==> config.mk <==
export PLATFORM = sky130hd
export DESIGN_NAME = quad_cascadable_timers
export DESIGN_NICKNAME = d
export VERILOG_FILES = /design/src/inc/qtimer_pkg.sv /design/src/verilog/pin_edge_sync.sv /design/src/verilog/quad_cascadable_timers.sv
export SDC_FILE = /design/constraint.sdc
export NUM_CORES = 1
export LEC_CHECK = 0
export BUFFER_PORTS_ARGS = -buffer_cell sky130_fd_sc_hd__buf_2
export CORE_MARGIN = 4
export CORE_UTILIZATION = 45
export CTS_BUF_LIST = sky130_fd_sc_hd__clkbuf_8
export DETAILED_ROUTE_END_ITERATION = 6
export SKIP_LAST_GASP = 1
export SLEW_MARGIN = 20
export SYNTH_ARGS = -nofsm -noshare
export SYNTH_HDL_FRONTEND = slang
export SYNTH_SLANG_ARGS = --single-unit
==> constraint.sdc <==
create_clock -name pclk -period 4.5 [get_ports pclk]
set_input_delay 0 -clock pclk [delete_from_list [all_inputs] [get_ports pclk]]
set_output_delay 0 -clock pclk [all_outputs]
set_load 0.02 [all_outputs]
==> src/inc/qtimer_pkg.sv <==
// constants, field layouts and carrier types for the four-timer block
// Summary of operation
// - four timers each drive their own output pin when the count reaches the programmed reference value.
// - on reaching the reference each output either gives one active-low pulse or toggles its present level.
// - a timer can count the reference events of the timer before it, so two chained timers form one double-width timer.
// - each timer counts from the previous timer, the system clock, the system clock divided by sixteen, or its input pin.
// - there are four timer input pins in all, one belonging to each timer.
// - capture on a timer input triggers on the rising edge, the falling edge or both edges, as configured.
// - an external gate input can hold a timer's counting or restart the timer.
// - the first gate pin serves timer 1, timer 2 or both, and the second serves timer 3, timer 4 or both.
package qtimer_pkg;

  localparam int NUM_TIMERS = 4;
  localparam int CNT_W_DEF  = 16;
  localparam int ADDR_W_DEF = 8;
  localparam int CTRL_W     = 8;
  localparam int NUM_PINS   = 6;              // four timer inputs, two gates
  localparam int GATE_LO    = 4;              // index of low-pair gate pin
  localparam int GATE_HI    = 5;              // index of high-pair gate pin

  // divide-by-sixteen prescaler
  localparam int        DIV_W   = 4;
  localparam logic [3:0] DIV_LAST = 4'hF;

  // register byte offsets
  localparam logic [7:0] OFF_CTRL   = 8'h00;
  localparam logic [7:0] OFF_REF    = 8'h04;
  localparam logic [7:0] OFF_CNT    = 8'h08;
  localparam logic [7:0] OFF_CAP    = 8'h0C;
  localparam logic [7:0] OFF_STATUS = 8'h40;
  localparam logic [7:0] OFF_MASK   = 8'h44;
  localparam logic [7:0] CH_AREA    = 8'h40;  // channel registers lie below this
  localparam int         CH_LSB     = 4;      // channel index field in address
  localparam logic [7:0] SUB_MASK   = 8'h0C;  // register-in-channel field

  // status and mask layout
  localparam int ST_REF_LSB = 0;
  localparam int ST_CAP_LSB = 4;
  localparam int ST_W       = 8;

  // reset values
  localparam logic [7:0]  CTRL_RST   = 8'h00;
  localparam logic [31:0] REF_RST    = 32'hFFFFFFFF;
  localparam logic [7:0]  STATUS_RST = 8'h00;
  localparam logic [7:0]  MASK_RST   = 8'h00;

  // count source codes
  localparam logic [1:0] SRC_CASCADE = 2'h0;
  localparam logic [1:0] SRC_SYSCLK  = 2'h1;
  localparam logic [1:0] SRC_DIV16   = 2'h2;
  localparam logic [1:0] SRC_PIN     = 2'h3;

  // capture edge codes
  localparam logic [1:0] CAP_OFF  = 2'h0;
  localparam logic [1:0] CAP_RISE = 2'h1;
  localparam logic [1:0] CAP_FALL = 2'h2;
  localparam logic [1:0] CAP_BOTH = 2'h3;

  // gate codes; the gate pin is asserted low
  localparam logic [1:0] GATE_OFF     = 2'h0;
  localparam logic [1:0] GATE_HOLD    = 2'h1;
  localparam logic [1:0] GATE_RESTART = 2'h2;

  typedef struct packed {
    logic [1:0] gate_mode;
    logic [1:0] cap_edge;
    logic       toggle;
    logic [1:0] src;
    logic       enable;
  } ctrl_t;

  typedef struct packed {
    logic level;
    logic rise;
    logic fall;
  } pin_evt_t;

endpackage

==> src/verilog/pin_edge_sync.sv <==
// two-stage synchroniser with edge detection for one timer pin
`timescale 1ns/100ps
module pin_edge_sync (
  // clock and reset
  input  wire logic                 pclk,
  input  wire logic                 presetn,
  // raw pin and its clean level and edges
  input  wire logic                 pin,
  output qtimer_pkg::pin_evt_t      evt
);

  logic first;
  logic second;
  logic last;
  logic next_first;
  logic next_second;
  logic next_last;

  // only the second stage and its delayed copy feed the edge logic
  always_comb
  begin
    next_first  = pin;
    next_second = first;
    next_last   = second;
  end

  always_ff @(posedge pclk or negedge presetn)
  begin
    if (!presetn)
    begin
      first  <= 1'b1;
      second <= 1'b1;
      last   <= 1'b1;
    end
    else
    begin
      first  <= next_first;
      second <= next_second;
      last   <= next_last;
    end
  end

  assign evt.level = second;
  assign evt.rise  = second & ~last;
  assign evt.fall  = ~second & last;

endmodule

==> src/verilog/quad_cascadable_timers.sv <==
// four cascadable timers with capture, gating, pin outputs and an APB register file
`timescale 1ns/100ps
module quad_cascadable_timers #(
  parameter int CNT_W  = qtimer_pkg::CNT_W_DEF,
  parameter int ADDR_W = qtimer_pkg::ADDR_W_DEF
) (
  // clock and reset
  input  wire logic              pclk,
  input  wire logic              presetn,
  // APB slave
  input  wire logic              psel,
  input  wire logic              penable,
  input  wire logic              pwrite,
  input  wire logic [ADDR_W-1:0] paddr,
  input  wire logic [31:0]       pwdata,
  output logic      [31:0]       prdata,
  output logic                   pready,
  output logic                   pslverr,
  // timer input pins
  input  wire logic              timer_one_input_pin,
  input  wire logic              timer_two_input_pin,
  input  wire logic              timer_three_input_pin,
  input  wire logic              timer_four_input_pin,
  // gate pins, asserted low
  input  wire logic              gate_pin_timers_low_pair,
  input  wire logic              gate_pin_timers_high_pair,
  // timer output pins
  output logic                   timer_one_output_pin,
  output logic                   timer_two_output_pin,
  output logic                   timer_three_output_pin,
  output logic                   timer_four_output_pin,
  // interrupt
  output logic                   irq
);

  localparam int N = qtimer_pkg::NUM_TIMERS;

  // refuse widths the register file cannot hold
  if (CNT_W < 2 || CNT_W > 32 || ADDR_W < 8)
  begin : g_bad_width
    $error("quad_cascadable_timers: CNT_W must be 2..32 and ADDR_W at least 8");
  end

  // pin synchronisers, one per input pin
  logic [qtimer_pkg::NUM_PINS-1:0] pin_raw;
  qtimer_pkg::pin_evt_t            pin_evt [qtimer_pkg::NUM_PINS];

  assign pin_raw = {gate_pin_timers_high_pair, gate_pin_timers_low_pair, timer_four_input_pin,
                    timer_three_input_pin, timer_two_input_pin, timer_one_input_pin};

  for (genvar p = 0; p < qtimer_pkg::NUM_PINS; p++)
  begin : g_pin
    pin_edge_sync u_sync (
      .pclk    (pclk),
      .presetn (presetn),
      .pin     (pin_raw[p]),
      .evt     (pin_evt[p])
    );
  end

  // APB decode; one wait state so every answer leaves a flip-flop
  logic                      acc;
  logic                      in_ch;
  logic [1:0]                ch_sel;
  logic [7:0]                sub;
  logic                      hit_status;
  logic                      hit_mask;
  logic                      mapped;
  logic                      wr_status;
  logic                      wr_mask;
  logic [N-1:0]              wr_ctrl;
  logic [N-1:0]              wr_ref;
  logic [N-1:0]              wr_cnt;

  assign acc        = psel & penable & pready;
  assign in_ch      = paddr < ADDR_W'(qtimer_pkg::CH_AREA);
  assign ch_sel     = paddr[qtimer_pkg::CH_LSB +: 2];
  assign sub        = paddr[7:0] & qtimer_pkg::SUB_MASK;
  assign hit_status = paddr == ADDR_W'(qtimer_pkg::OFF_STATUS);
  assign hit_mask   = paddr == ADDR_W'(qtimer_pkg::OFF_MASK);
  assign mapped     = in_ch | hit_status | hit_mask;
  assign wr_status  = acc & pwrite & hit_status;
  assign wr_mask    = acc & pwrite & hit_mask;

  for (genvar w = 0; w < N; w++)
  begin : g_wdec
    logic sel_w;
    assign sel_w      = acc & pwrite & in_ch & (ch_sel == 2'(w));
    assign wr_ctrl[w] = sel_w & (sub == qtimer_pkg::OFF_CTRL);
    assign wr_ref[w]  = sel_w & (sub == qtimer_pkg::OFF_REF);
    assign wr_cnt[w]  = sel_w & (sub == qtimer_pkg::OFF_CNT);
  end

  // divide-by-sixteen prescaler, shared by all timers
  logic [qtimer_pkg::DIV_W-1:0] div_cnt;
  logic [qtimer_pkg::DIV_W-1:0] next_div_cnt;
  logic                         div_tick;

  always_comb
  begin
    next_div_cnt = div_cnt + 1'b1;
  end

  always_ff @(posedge pclk or negedge presetn)
  begin
    if (!presetn)
      div_cnt <= '0;
    else
      div_cnt <= next_div_cnt;
  end

  assign div_tick = div_cnt == qtimer_pkg::DIV_LAST;

  // per-timer state
  qtimer_pkg::ctrl_t ctrl    [N];
  logic [CNT_W-1:0]  cnt     [N];
  logic [CNT_W-1:0]  ref_val [N];
  logic [CNT_W-1:0]  cap     [N];
  logic [N-1:0]      tick;
  logic [N-1:0]      ref_evt;
  logic [N-1:0]      cap_evt;
  logic [N-1:0]      casc_evt;
  logic [N-1:0]      out_lvl;
  logic [N-1:0]      gate_on;

  for (genvar i = 0; i < N; i++)
  begin : g_ch
    localparam int PREV = (i + N - 1) % N;
    localparam int GP   = (i < 2) ? qtimer_pkg::GATE_LO : qtimer_pkg::GATE_HI;

    qtimer_pkg::ctrl_t next_ctrl;
    logic [CNT_W-1:0]  next_cnt;
    logic [CNT_W-1:0]  next_ref;
    logic [CNT_W-1:0]  next_cap;
    logic              next_casc;
    logic              next_out;
    logic              src_tick;
    logic              held;
    logic              restart;
    logic              edge_hit;

    // gate pin low means asserted; each timer opts in through its own gate mode
    assign gate_on[i] = ~pin_evt[GP].level;

    always_comb
    begin
      case (ctrl[i].src)
        qtimer_pkg::SRC_CASCADE: src_tick = casc_evt[PREV];
        qtimer_pkg::SRC_SYSCLK:  src_tick = 1'b1;
        qtimer_pkg::SRC_DIV16:   src_tick = div_tick;
        qtimer_pkg::SRC_PIN:     src_tick = pin_evt[i].rise;
        default:                 src_tick = 1'b0;
      endcase
      held     = (ctrl[i].gate_mode == qtimer_pkg::GATE_HOLD) & ~gate_on[i];
      restart  = (ctrl[i].gate_mode == qtimer_pkg::GATE_RESTART) & pin_evt[GP].fall;
      tick[i]  = ctrl[i].enable & src_tick & ~held & ~restart;
      ref_evt[i] = tick[i] & (cnt[i] == ref_val[i]);
      case (ctrl[i].cap_edge)
        qtimer_pkg::CAP_RISE: edge_hit = pin_evt[i].rise;
        qtimer_pkg::CAP_FALL: edge_hit = pin_evt[i].fall;
        qtimer_pkg::CAP_BOTH: edge_hit = pin_evt[i].rise | pin_evt[i].fall;
        default:              edge_hit = 1'b0;
      endcase
      cap_evt[i] = ctrl[i].enable & edge_hit;
    end

    // next values: software writes win over counting
    always_comb
    begin
      next_ctrl = wr_ctrl[i] ? qtimer_pkg::ctrl_t'(pwdata[qtimer_pkg::CTRL_W-1:0]) : ctrl[i];
      next_ref  = wr_ref[i] ? pwdata[CNT_W-1:0] : ref_val[i];
      next_cap  = cap_evt[i] ? cnt[i] : cap[i];
      next_casc = ref_evt[i];
      if (wr_cnt[i])
        next_cnt = pwdata[CNT_W-1:0];
      else if (restart & ctrl[i].enable)
        next_cnt = '0;
      else if (ref_evt[i])
        next_cnt = '0;
      else if (tick[i])
        next_cnt = cnt[i] + 1'b1;
      else
        next_cnt = cnt[i];
      // pulse mode idles high and dips for one cycle; toggle mode holds between matches
      if (ctrl[i].toggle)
        next_out = ref_evt[i] ? ~out_lvl[i] : out_lvl[i];
      else
        next_out = ~ref_evt[i];
    end

    always_ff @(posedge pclk or negedge presetn)
    begin
      if (!presetn)
      begin
        ctrl[i]     <= qtimer_pkg::ctrl_t'(qtimer_pkg::CTRL_RST);
        ref_val[i]  <= qtimer_pkg::REF_RST[CNT_W-1:0];
        cnt[i]      <= '0;
        cap[i]      <= '0;
        casc_evt[i] <= 1'b0;
        out_lvl[i]  <= 1'b1;
      end
      else
      begin
        ctrl[i]     <= next_ctrl;
        ref_val[i]  <= next_ref;
        cnt[i]      <= next_cnt;
        cap[i]      <= next_cap;
        casc_evt[i] <= next_casc;
        out_lvl[i]  <= next_out;
      end
    end

  end

  assign timer_one_output_pin   = out_lvl[0];
  assign timer_two_output_pin   = out_lvl[1];
  assign timer_three_output_pin = out_lvl[2];
  assign timer_four_output_pin  = out_lvl[3];

  // sticky status: a hardware set in the cycle of a clear wins
  logic [qtimer_pkg::ST_W-1:0] status;
  logic [qtimer_pkg::ST_W-1:0] mask;
  logic [qtimer_pkg::ST_W-1:0] st_set;
  logic [qtimer_pkg::ST_W-1:0] st_clr;
  logic [qtimer_pkg::ST_W-1:0] next_status;
  logic [qtimer_pkg::ST_W-1:0] next_mask;
  logic                        next_irq;

  always_comb
  begin
    st_set = '0;
    st_set[qtimer_pkg::ST_REF_LSB +: N] = ref_evt;
    st_set[qtimer_pkg::ST_CAP_LSB +: N] = cap_evt;
    st_clr      = wr_status ? pwdata[qtimer_pkg::ST_W-1:0] : '0;
    next_status = (status & ~st_clr) | st_set;
    next_mask   = wr_mask ? pwdata[qtimer_pkg::ST_W-1:0] : mask;
    next_irq    = |(next_status & next_mask);
  end

  always_ff @(posedge pclk or negedge presetn)
  begin
    if (!presetn)
    begin
      status <= qtimer_pkg::STATUS_RST;
      mask   <= qtimer_pkg::MASK_RST;
      irq    <= 1'b0;
    end
    else
    begin
      status <= next_status;
      mask   <= next_mask;
      irq    <= next_irq;
    end
  end

  // read path and answer; read data is taken a cycle before pready rises
  logic [31:0] next_prdata;
  logic        next_pready;
  logic        next_pslverr;

  always_comb
  begin
    next_prdata  = prdata;
    next_pready  = psel & penable & ~pready;
    next_pslverr = pslverr;
    if (next_pready)
    begin
      next_pslverr = ~mapped;
      next_prdata  = '0;
      if (!pwrite)
      begin
        if (in_ch)
        begin
          case (sub)
            qtimer_pkg::OFF_CTRL: next_prdata = 32'(ctrl[ch_sel]);
            qtimer_pkg::OFF_REF:  next_prdata = 32'(ref_val[ch_sel]);
            qtimer_pkg::OFF_CNT:  next_prdata = 32'(cnt[ch_sel]);
            qtimer_pkg::OFF_CAP:  next_prdata = 32'(cap[ch_sel]);
            default:              next_prdata = '0;
          endcase
        end
        else if (hit_status)
          next_prdata = 32'(status);
        else if (hit_mask)
          next_prdata = 32'(mask);
      end
    end
    else if (!psel)
      next_pslverr = 1'b0;
  end

  always_ff @(posedge pclk or negedge presetn)
  begin
    if (!presetn)
    begin
      prdata  <= 32'h00000000;
      pready  <= 1'b0;
      pslverr <= 1'b0;
    end
    else
    begin
      prdata  <= next_prdata;
      pready  <= next_pready;
      pslverr <= next_pslverr;
    end
  end
endmodule

# --- Word level (Yosys, flattened, before mapping) ---
# Index checks and enable logic that the tools add are counted.
word_totals:
  word_cells: 290
  ff_bits: 305
  out_inout_bits: 39
op_classes:
  n_eq_ne: 50
  addsub: 5
  reduce_logical: 11
  order_cmp: 2
  muxes: 53
  n_bitwise: 104
op_table:
  columns: ["operator", "count"]
  rows:
  - ["two-way mux 16 bit", 22]
  - ["binary-select mux 16 bit (select 2 bit)", 3]
  - ["bitwise AND 1 bit", 65]
  - ["adder 16 x 1 -> 16 bit, second input constant", 4]
  - ["== test 16 bit", 4]
  - ["two-way mux 32 bit", 2]
  - ["case mux 16 bit (4 select lines)", 1]
  - ["== test 2 bit, second input constant", 24]
  - ["two-way mux 8 bit", 6]
  - ["== test 2 x 1 -> 1 bit, second input constant", 14]
  - ["inverter 1 bit", 28]
  - ["bitwise AND 8 bit", 2]
  - ["binary-select mux 8 bit (select 2 bit)", 1]
  - ["== test 8 x 7 -> 1 bit, second input constant", 2]
  - ["case mux 1 bit (4 select lines)", 4]
  - ["nonzero test 4 bit", 4]
  - ["case mux 1 bit (3 select lines)", 4]
  - ["logical NOT 2 bit", 5]
  - ["two-way mux 1 bit", 10]
  - ["inequality test 2 x 1 -> 1 bit, second input constant", 5]
  - ["logical NOT 8 bit", 1]
  - ["< comparator 8 x 7 -> 1 bit, second input constant", 1]
  - ["inverter 8 bit", 1]
  - ["OR 8 bit", 1]
  - ["other kinds (6)", 11]

# --- Depth between registers and ports, before layout ---
# Gate-level depths: netlist of the first run.
depth:
  depth_word: 10
  mapped_depth: 10

# --- By module ---
# From an unflattened synthesis of the first run, not the netlist that was laid out.
unflattened:
  hier_cells: 1365
  hier_area_um2: 15526.1
modules_own_cells:
  columns: ["mod", "cells_each", "area_per_inst_um2", "n_inst"]
  rows:
  - ["quad_cascadable_timers", 1329, 14918.1, 1]
  - ["pin_edge_sync", 6, 101.3, 6]

# --- Least setup slack after synthesis of the first run ---
# No wires, ideal clock.
synth_path:
  path_type: "register to register"
  start: "register g_pin[0].u_sync.last"
  end: "register cap[49] (netlist name)"
  stages_incl_launch_ff: 8
  arrival_time_ns: 2.174
  required_ns: 4.375
  path_slack_ns: 2.202
  synth_period_minus_slack_ns: 2.298
  path_buffers: 1
  setup_ns: 0.125
  cell_sequence: "dfstp_2 -> inv_1 -> ha_1 -> or2_2 -> a32o_1 -> nand2_1 -> clkbuf_1 -> mux2_2"
synth_between:
  elab_chain_cells: 5
  elab_cells_between_ends: 6
  classes_between: "mux: 1; bitwise: 5"
synth_rtl:
  columns: ["item", "line", "source"]
  rows:
  - ["start: declaration", "pin_edge_sync.sv:14", "logic last;"]
  - ["start signal: assignment", "pin_edge_sync.sv:39", "last <= next_last;"]
  - ["inverter 1 bit", "pin_edge_sync.sv:44", "assign evt.rise = second & ~last;"]
  - ["bitwise AND 1 bit", "pin_edge_sync.sv:44", null]
  - ["OR 1 bit", "quad_cascadable_timers.sv:161", "qtimer_pkg::CAP_BOTH: edge_hit = pin_evt[i].rise | pin_evt[i].fall;"]
  - ["case mux 1 bit (3 select lines) *", "quad_cascadable_timers.sv:158", "case (ctrl[i].cap_edge)"]
  - ["bitwise AND 1 bit *", "quad_cascadable_timers.sv:164", "cap_evt[i] = ctrl[i].enable & edge_hit;"]
  - ["end signal: indexed assignment", "quad_cascadable_timers.sv:207", "cap[i] <= next_cap;"]
  - ["end: declaration", "quad_cascadable_timers.sv:118", "logic [CNT_W-1:0] cap [N];"]
# Every way passes the cells marked *; elsewhere a longest branch is shown, timed or not.
# A chain may end at the register's enable or synchronous reset.

# --- Worst setup path after layout of the first run ---
layout_path:
  start: "register pready"
  end: "register irq"
layout_between:
  elab_chain_cells: 9
  elab_cells_between_ends: 11
  classes_between: "mux: 2; bitwise: 8; reduce/logical: 1"
layout_rtl:
  columns: ["item", "line", "source"]
  rows:
  - ["start: declaration", "quad_cascadable_timers.sv:17", "output logic pready,"]
  - ["start signal: assignment", "quad_cascadable_timers.sv:303", "pready <= next_pready;"]
  - ["bitwise AND 1 bit *", "quad_cascadable_timers.sv:75", "assign acc = psel & penable & pready;"]
  - ["bitwise AND 1 bit *", "quad_cascadable_timers.sv:82, quad_cascadable_timers.sv:83", null]
  - ["bitwise AND 1 bit", "quad_cascadable_timers.sv:82", "assign wr_status = acc & pwrite & hit_status;"]
  - ["two-way mux 8 bit", "quad_cascadable_timers.sv:234", "st_clr = wr_status ? pwdata[qtimer_pkg::ST_W-1:0] : '0;"]
  - ["inverter 8 bit", "quad_cascadable_timers.sv:235", "next_status = (status & ~st_clr) | st_set;"]
  - ["bitwise AND 8 bit", "quad_cascadable_timers.sv:235", null]
  - ["OR 8 bit", "quad_cascadable_timers.sv:235", null]
  - ["bitwise AND 8 bit *", "quad_cascadable_timers.sv:237", "next_irq = |(next_status & next_mask);"]
  - ["OR reduction 8 bit *", "quad_cascadable_timers.sv:237", null]
  - ["named net next_irq", "quad_cascadable_timers.sv:227", "logic next_irq;"]
  - ["end signal: assignment", "quad_cascadable_timers.sv:252", "irq <= next_irq;"]
  - ["end: declaration", "quad_cascadable_timers.sv:33", "output logic irq"]
# The timed path passes the listed nets; every way through them passes the cells marked *.

==> flow_metrics.py, run 1 <==
metrics = {
    "run_status": {
        "run_status": "finished clean",
    },
    "die": {
        "fp.dieW_um": 194,
        "io-pin-count": 90,
        "initial_utilization_pct": 46.0,
        "fp.dieH_um": 194,
        "floorplan.die_area_sq_um": 37700,
        "floorplan.core_area_sq_um": 33900,
        "placementRows": 67,
    },
    "yosys": {
        "synthFlopType": "sky130_fd_sc_hd__dfrtp_1",
        "yosysWarningCount": 0,
        "largest_area_contributor_in_the_netlist": "sky130_fd_sc_hd__dfrtp_1",
        "synth-async-reset-ratio_pct": 100,
        "postSynthRegisterBits": 289,
        "ys_top_cells_by_area": "sky130_fd_sc_hd__dfrtp_1, sky130_fd_sc_hd__dfstp_2, sky130_fd_sc_hd__mux2_2",
        "synth_enable_flop_cells": 0,
        "synthTopCellsByCount": "sky130_fd_sc_hd__dfrtp_1, sky130_fd_sc_hd__mux2_2, sky130_fd_sc_hd__nand2_1",
        "synthDistinctLibCells": 69,
        "synth-seq-area-share_pct": 47.1,
        "netlist.area_leader.share_pct": 32.6,
        "post_synth_instance_area_sq_um": 15600,
        "synthCells": 1357,
        "synthMostInstantiatedCell": "sky130_fd_sc_hd__dfrtp_1",
        "synth_area_per_cell_sq_um": 11.5,
    },
    "global_route": {
        "grt.met1_usage_pct": 35.6,
        "global_route.usage.met2_pct": 36.8,
        "grt_pass1_vias": 11500,
        "grt_antenna_before_repair": 1,
        "first_pass_grt_wire_length_um": 72000,
        "grt_max_degree": 133,
        "grt.total_usage_pct": 24.5,
        "overflow": 0,
        "groute.layer.met3.usage_pct": 6.34,
        "grt-busiest-layer": "met2",
    },
    "cells_and_area": {
        "synthToLayoutAreaGrowth_pct": 12.6,
        "final_layout_size_suffix_gt1_share_pct": 33.2,
        "number_of_antenna_cells_inserted": 0,
        "num-nets-final": 1482,
        "fin_area_sq_um": 17600,
    },
    "drt": {
        "drt-initial-drc-count": 1065,
        "drc": 0,
        "avgViaCountPerCell": 6.08,
        "final_antenna_net_count": 0,
        "route.vias.total": 11600,
        "wire_per_inst_um": 24.5,
        "detail_route.first_pass.iterations": 5,
        "routed_wl_um": 46600,
    },
    "timing": {
        "setup_slack_ns": 1.36,
        "fin_worst_hold_slack_ns": 0.0501,
        "grt_setup_unrepaired": "false",
        "post-route-min-period_ns": 3.14,
        "setup_tns_ns": 0,
        "layout_worst_path_cycle_share_pct": 69.9,
        "worst_margin_pin_slew_ns": 1.14,
        "timing_max_transition_violations_final": 0,
        "hold_viol_final": 0,
        "timing.max_slew.rel_slack_pct": 23.9,
        "skew_ns": 0.0316,
        "setup_viol": 0,
        "max_clock_freq_mhz": 318,
    },
    "clocking": {
        "clockRootBuffer": "sky130_fd_sc_hd__clkbuf_8",
        "clkSinkCount": 289,
        "postCtsSetupBuffers": 0,
        "maximum_buffer_depth_of_the_clock_tree": 3,
        "htreeDepth": 2,
        "cts_tree": "done",
        "clock_latency_on_the_worst_skew_pair_ns": 0.59,
        "path_clk_slew_ns": 0.06,
        "cts_inserted_buffers": 51,
    },
    "power_and_ir_drop": {
        "p_leak_nw": 7.73,
        "power_density_nw_per_um2": 302,
        "peakVddDrop_mv": 0.198,
    },
    "setup_path": {
        "timing.rr.start": "pready",
        "critPathMostFrequentCell": "sky130_fd_sc_hd__nand4_1",
        "r2r_cells": 7,
        "path_class": "reg -> reg",
        "worstSetupStartpoint": "pready",
        "data_required_time_at_the_worst_endpoint_ns": 4.96,
        "endpoint_kind_of_the_worst_setup_timing_path": "register",
        "critical_path.slowest_cell": "sky130_fd_sc_hd__nor2_1",
        "cp.arrival_ns": 3.60,
        "setup.worst_path.end": "irq",
        "max_stage_delay_ns": 0.69,
        "startpoint_class_of_the_critical_path": "register",
        "ff2ff_setup_slack_ns": 1.36,
        "worstPathCellList": "nand4_1, nor2_1, nand4_1, dlygate4sd3_1, a21oi_1, o221ai_1, a2111o_1",
        "crit-reg2reg-capture": "irq",
        "crit_path_max_fanout": 7,
    },
    "placed_design": {
        "gp_congestion": 0.863,
        "dpl_worst_slack_ns": 1.60,
        "detailed_place.area_sq_um": 16200,
        "dpl.hpwl_um": 31800,
        "io_buffer_count": 57,
    },
    "worst_hold_path": {
        "hp-class": "in -> reg",
    },
    "run": {
        "max_cap_violations": 0,
    },
}
-- timing repair --
| action | in CTS | in global routing |
|---|---|---|
| hold endpoints to repair | 244 | 33 |
| hold buffers | 31 | 1 |
| resized for setup | 0 | 0 |
-- cell type report --
type | count | area [sq um]
Clock inverter | 33 | 129
Inverter | 43 | 161
Fill cell | 3023 | 16300
Sequential cell | 289 | 7340
Multi-Input combinational cell | 918 | 7660
Clock buffer | 61 | 840
Timing Repair Buffer | 115 | 862
Tap cell | 448 | 561
-- worst min path at each step --
stage	startpoint	endpoint	slack, ns	depth (start not counted)
after floorplan	presetn	cap[0]	-0.30	0
after global placement	timer_two_input_pin	g_pin[1].u_sync.first	0.10	1
after detailed placement	timer_four_input_pin	g_pin[3].u_sync.first	0.11	1
after CTS	paddr[1]	status[7]	0.02	6
after global routing	timer_four_input_pin	g_pin[3].u_sync.first	0.03	2
final	paddr[1]	status[7]	0.05	6
-- per-stage QoR --
stage / total power, mW / cells / util [%]
6_report: 5.31 / 1907 / 51.8
5_1_grt: 5.51 / 1907 / 51.8
4_1_cts: 5.35 / 1904 / 51.6
3_5_place_dp: 3.01 / 1779 / 47.9
3_3_place_gp: 3.00 / 1779 / 47.9
2_1_floorplan: 2.86 / 1372 / -
-- worst max-delay path, delay by kind of cell (launching register included) --
kind | cells | cell delay, ns
buf+inv | 1 | 0.58
simple gates | 3 | 1.30
compound gates | 3 | 0.74
flops | 1 | 0.40
-- placed cells by master (no fill, tap or decap), drive strengths merged, types with 8 or more instances in the layout --
cell type / count
dfrtp: 203
mux2: 178
nand2: 97
dfstp: 86
buf: 83
inv: 74
clkbuf: 61
a21oi: 58
mux4: 56
xnor2: 53
nand3: 50
a22oi: 50
o21ai: 49
nor2: 32
dlygate4sd3: 32
nand4: 30
or3: 23
a221o: 23
xor2: 17
nor2b: 17
conb: 16
nor3: 16
nor4: 15
ha: 13
nand3b: 11
a32oi: 9
and3: 8
-- cell families after synthesis --
family | after synthesis | synth area share [%]
xor gates and xnor gates | 70 | 3.93
DFF | 289 | 47.1
AOI/OAI and AO/OA | 234 | 10.1
adders and majority gates | 13 | 1.04
muxes | 238 | 21.2
other | 1 | 0.0240
buffers and inverters | 165 | 4.45
and+or+nand+nor | 347 | 12.1
-- report_power, final --
group	total, mW	internal (mW)	switching, mW
Clock	2.32	1.22	1.10
Sequential	2.67	2.64	0.0253
Combinational	0.322	0.109	0.213
Total	5.31	3.97	1.34
-- registers in the layout, indices dropped and copies added, names as in the netlist --
signal,cells
cap,64
cnt,64
ref_val,64
ctrl,32
prdata,16
mask,8
status,8
g_pin.u_sync.first,6
g_pin.u_sync.last,6
g_pin.u_sync.next_last,6
casc_evt,4
div_cnt,4
irq,1
pready,1
pslverr,1
timer_four_output_pin,1
timer_one_output_pin,1
timer_three_output_pin,1
timer_two_output_pin,1
-- routing by layer --
layer,wire length [um],vias up
li1,-,5106
met1,20300,5936
met2,20900,471
met3,4350,75
met4,1110,2
met5,16,-
No activity file was read; power rests on OpenSTA's default activity.
==> run 2, diff against run 1 <==
--- a/config.mk
+++ b/config.mk
@@ -5,6 +5,7 @@
 export SDC_FILE = /design/constraint.sdc
 export NUM_CORES = 1
 export LEC_CHECK = 0
+export ABC_AREA = 1
 export BUFFER_PORTS_ARGS = -buffer_cell sky130_fd_sc_hd__buf_2
 export CORE_MARGIN = 4
 export CORE_UTILIZATION = 45
==> constraint.sdc (replaced) <==
create_clock -name pclk -period 2.55 [get_ports pclk]
set_input_delay 0 -clock pclk [delete_from_list [all_inputs] [get_ports pclk]]
set_output_delay 0 -clock pclk [all_outputs]
set_load 0.02 [all_outputs]
==> run 2 against run 1 <==
Final cell count up 45%. Routed wire length up 13%. Largest cell class is now sequential cells. First-iteration DRC count up 35%. Maximum frequency is 34% higher. Sequential power increased by 140%. Critical path type unchanged. Synthesized area rose by 2.6%.
==> flow_metrics.py, run 2 <==
metrics = {
    "clocking": {
        "postCtsSetupBuffers": 0,
        "cts_inserted_buffers": 52,
        "clkSinkCount": 289,
        "path_clk_slew_ns": 0.06,
        "clockRootBuffer": "sky130_fd_sc_hd__clkbuf_8",
        "clock_latency_on_the_worst_skew_pair_ns": 0.64,
        "maximum_buffer_depth_of_the_clock_tree": 3,
        "htreeDepth": 2,
        "cts_tree": "done",
    },
    "yosys": {
        "synthCells": 2162,
        "synthFlopType": "sky130_fd_sc_hd__dfrtp_1",
        "largest_area_contributor_in_the_netlist": "sky130_fd_sc_hd__dfrtp_1",
        "post_synth_instance_area_sq_um": 16000,
        "share_of_synthesized_cell_area_in_and_or_nand_and_nor_gates_pct": 24.6,
        "netlist.area_leader.share_pct": 31.8,
        "synthDistinctLibCells": 36,
        "synthMostInstantiatedCell": "sky130_fd_sc_hd__nand2_1",
        "synth.area.mux_share_pct": 0,
        "synth_enable_flop_cells": 0,
        "synth-async-reset-ratio_pct": 100,
        "postSynthRegisterBits": 289,
        "yosysWarningCount": 0,
        "synthTopCellsByCount": "sky130_fd_sc_hd__nand2_1, sky130_fd_sc_hd__nor2_1, sky130_fd_sc_hd__inv_1, sky130_fd_sc_hd__o21ai_0, sky130_fd_sc_hd__dfrtp_1",
        "ys_top_cells_by_area": "sky130_fd_sc_hd__dfrtp_1, sky130_fd_sc_hd__dfstp_2, sky130_fd_sc_hd__nand2_1",
        "synth-seq-area-share_pct": 45.9,
        "synth_compound_area_share_pct": 16.6,
        "synth_top_family_by_area": "simple AND/OR/NAND/NOR gates",
        "synth_area_per_cell_sq_um": 7.40,
        "synth-xor-area-share_pct": 2.57,
        "post_synth_fa_ha_maj_area_fraction_pct": 1.02,
    },
    "cells_and_area": {
        "final_common_cell": "sky130_fd_sc_hd__nand2_1",
        "num-nets-final": 2330,
        "seq_area_sq_um": 7340,
        "nFillCells": 3389,
        "multi_input_comb_area_sq_um": 7250,
        "synthToLayoutAreaGrowth_pct": 13.6,
        "fin_area_sq_um": 18200,
        "final_layout_size_suffix_gt1_share_pct": 12.7,
        "layout_common_cells": "sky130_fd_sc_hd__nand2_1, sky130_fd_sc_hd__inv_1, sky130_fd_sc_hd__nor2_1, sky130_fd_sc_hd__o21ai_0, sky130_fd_sc_hd__dfrtp_1",
        "number_of_antenna_cells_inserted": 0,
        "top_registers": "cap x64, cnt x64, ref_val x64",
    },
    "worst_hold_path": {
        "hold_path_end": "status[6]",
        "hp-start": "paddr[5]",
        "hp-class": "in -> reg",
        "min_delay_path_depth": 9,
    },
    "global_route": {
        "overflow": 0,
        "grt_max_degree": 70,
        "grt.total_usage_pct": 27.0,
        "first_pass_grt_wire_length_um": 81500,
        "grt_antenna_before_repair": 1,
        "grt_pass1_vias": 14100,
    },
    "drt": {
        "final_antenna_net_count": 0,
        "routed_wl_um": 52800,
        "detail_route.first_pass.iterations": 6,
        "wl_met2_um": 22200,
        "route.vias.total": 15000,
        "drt-met1-wl_um": 24400,
        "detailroute.wirelength.met3_um": 4680,
        "avgViaCountPerCell": 5.42,
        "drc": 0,
        "wire_per_inst_um": 19.1,
        "topRoutingLayerUsed": "met4",
        "drt-initial-drc-count": 1443,
    },
    "setup_path": {
        "r2r_cells": 9,
        "startpoint_class_of_the_critical_path": "register",
        "path_class": "reg -> reg",
        "worstPathCellList": "ha_1, nand3_1, nor2_1, nor2_1, nor2_1, clkinv_1, buf_4, a21oi_1, a21oi_1",
        "crit_path_max_fanout": 9,
        "crit-reg2reg-capture": "cnt[40]",
        "worst-path-buf-inv": 2,
        "max_stage_delay_ns": 0.37,
        "worst_path_dominant_cell_family": "simple AND/OR/NAND/NOR gates",
        "data_required_time_at_the_worst_endpoint_ns": 3.07,
        "critical_path.slowest_cell": "sky130_fd_sc_hd__nand3_1",
        "ff2ff_setup_slack_ns": 0.20,
        "critPathMostFrequentCell": "sky130_fd_sc_hd__nor2_1",
        "endpoint_kind_of_the_worst_setup_timing_path": "register",
        "timing.rr.start": "div_cnt[0]",
        "cp.arrival_ns": 2.87,
    },
    "die": {
        "floorplan.core_area_sq_um": 34800,
        "fp.dieH_um": 197,
        "io-pin-count": 90,
        "initial_utilization_pct": 46.0,
        "placementRows": 68,
        "fp.dieW_um": 197,
        "floorplan.die_area_sq_um": 38600,
    },
    "power_and_ir_drop": {
        "peakVddDrop_mv": 0.502,
        "p_leak_nw": 9.48,
        "power_density_nw_per_um2": 858,
    },
    "timing": {
        "max_clock_freq_mhz": 426,
        "timing_max_transition_violations_final": 0,
        "post-route-min-period_ns": 2.35,
        "timing.max_slew.rel_slack_pct": 49.1,
        "grt_setup_unrepaired": "false",
        "worst_margin_pin_slew_ns": 0.760,
        "layout_worst_path_cycle_share_pct": 92.1,
        "setup_viol": 0,
        "skew_ns": 0.0191,
        "setup_tns_ns": 0,
        "hold_viol_final": 0,
    },
    "run": {
        "max_cap_violations": 0,
    },
    "placed_design": {
        "dpl.hpwl_um": 37700,
        "detailed_place.area_sq_um": 16700,
        "gp_congestion": 0.938,
        "io_buffer_count": 57,
    },
    "run_status": {
        "run_status": "finished clean",
    },
}
run 2: changes by cell type in the layout (fill, tap and decap cells not counted), moves of 56 or more:
cell	previous run	this run
sky130_fd_sc_hd__nor2_1	32	232
sky130_fd_sc_hd__o22ai_1	7	78
sky130_fd_sc_hd__a21oi_1	57	153
sky130_fd_sc_hd__inv_1	74	262
sky130_fd_sc_hd__o21ai_0	48	229
sky130_fd_sc_hd__mux2_2	175	0
sky130_fd_sc_hd__nand2_1	96	588
sky130_fd_sc_hd__mux4_2	56	0
run 2: layout make-up:
cell class                 count  share of cell area, %
tap                          455                   3.13
clock buffer                  63                   4.77
sequential                   289                   40.4
inverter                     248                   5.14
timing repair buffer         139                   5.95
clock inverter                35                  0.764
multi-input combinational   1536                   39.9
run 2: cell families after synthesis:
group           Yosys count
simple gates            963
compound gates          497
buf+inv                 352
flops                   289
xor+xnor                 47
fa+ha+maj                13
other cells               1
run 2: routing by layer:
layer  GRT usage [%]  up-vias
met5               0        -
met4            8.09        0
met3            5.71       84
met2            38.9      554
met1            40.9     7132
li1                -     7206
run 2: what timing repair did:
item | CTS | global route
setup endpoints to repair | 0 | 1
hold buffers | 41 | 0
resized for setup | 0 | 1
hold endpoints to repair | 354 | 0
run 2: worst max path at each step:
stage | start | to | slack [ns] | cells past startpoint
5_1_grt | div_cnt[0] | cnt[46] | 0.01 | 9
4_1_cts | div_cnt[0] | cnt[63] | 0.28 | 10
2_1_floorplan | g_pin[3].u_sync.next_last | cnt[10] | 0.78 | 8
6_report | div_cnt[0] | cnt[40] | 0.20 | 9
3_5_place_dp | div_cnt[0] | cnt[63] | 0.29 | 10
3_3_place_gp | paddr[5] | prdata[0] | 0.31 | 10
run 2: power by group:
part	leakage, nW	switching (mW)	total (mW)	internal, mW
sequential	3.12	0.882	6.40	5.52
combinational	5.73	3.20	4.92	1.72
clock	0.629	2.06	4.28	2.22
total	9.48	6.14	15.6	9.45
run 2: per-stage QoR:
step	power (mW)	worst slack (ns)	hold slack [ns]	utilization (%)	instances
after floorplan	9.70	0.784	-0.296	-	2177
after global placement	11.1	0.311	0.000404	48.1	2626
after detailed placement	11.2	0.288	0.000153	48.1	2626
after CTS	15.6	0.281	0.0217	52.2	2765
after global routing	16.7	0.0138	0.0952	52.2	2765
final	15.6	0.202	0.0666	52.2	2765
run 2: tightest hold or removal path: stages:
cell and delay (ns):
sky130_fd_sc_hd__buf_2 0.12, sky130_fd_sc_hd__nor2_4 0.04, sky130_fd_sc_hd__nand2_1 0.07, sky130_fd_sc_hd__inv_2 0.04, sky130_fd_sc_hd__nand2_1 0.09, sky130_fd_sc_hd__nor2_2 0.11
sky130_fd_sc_hd__nand2_1 0.07, sky130_fd_sc_hd__nand2_1 0.04, sky130_fd_sc_hd__nand2_1 0.07
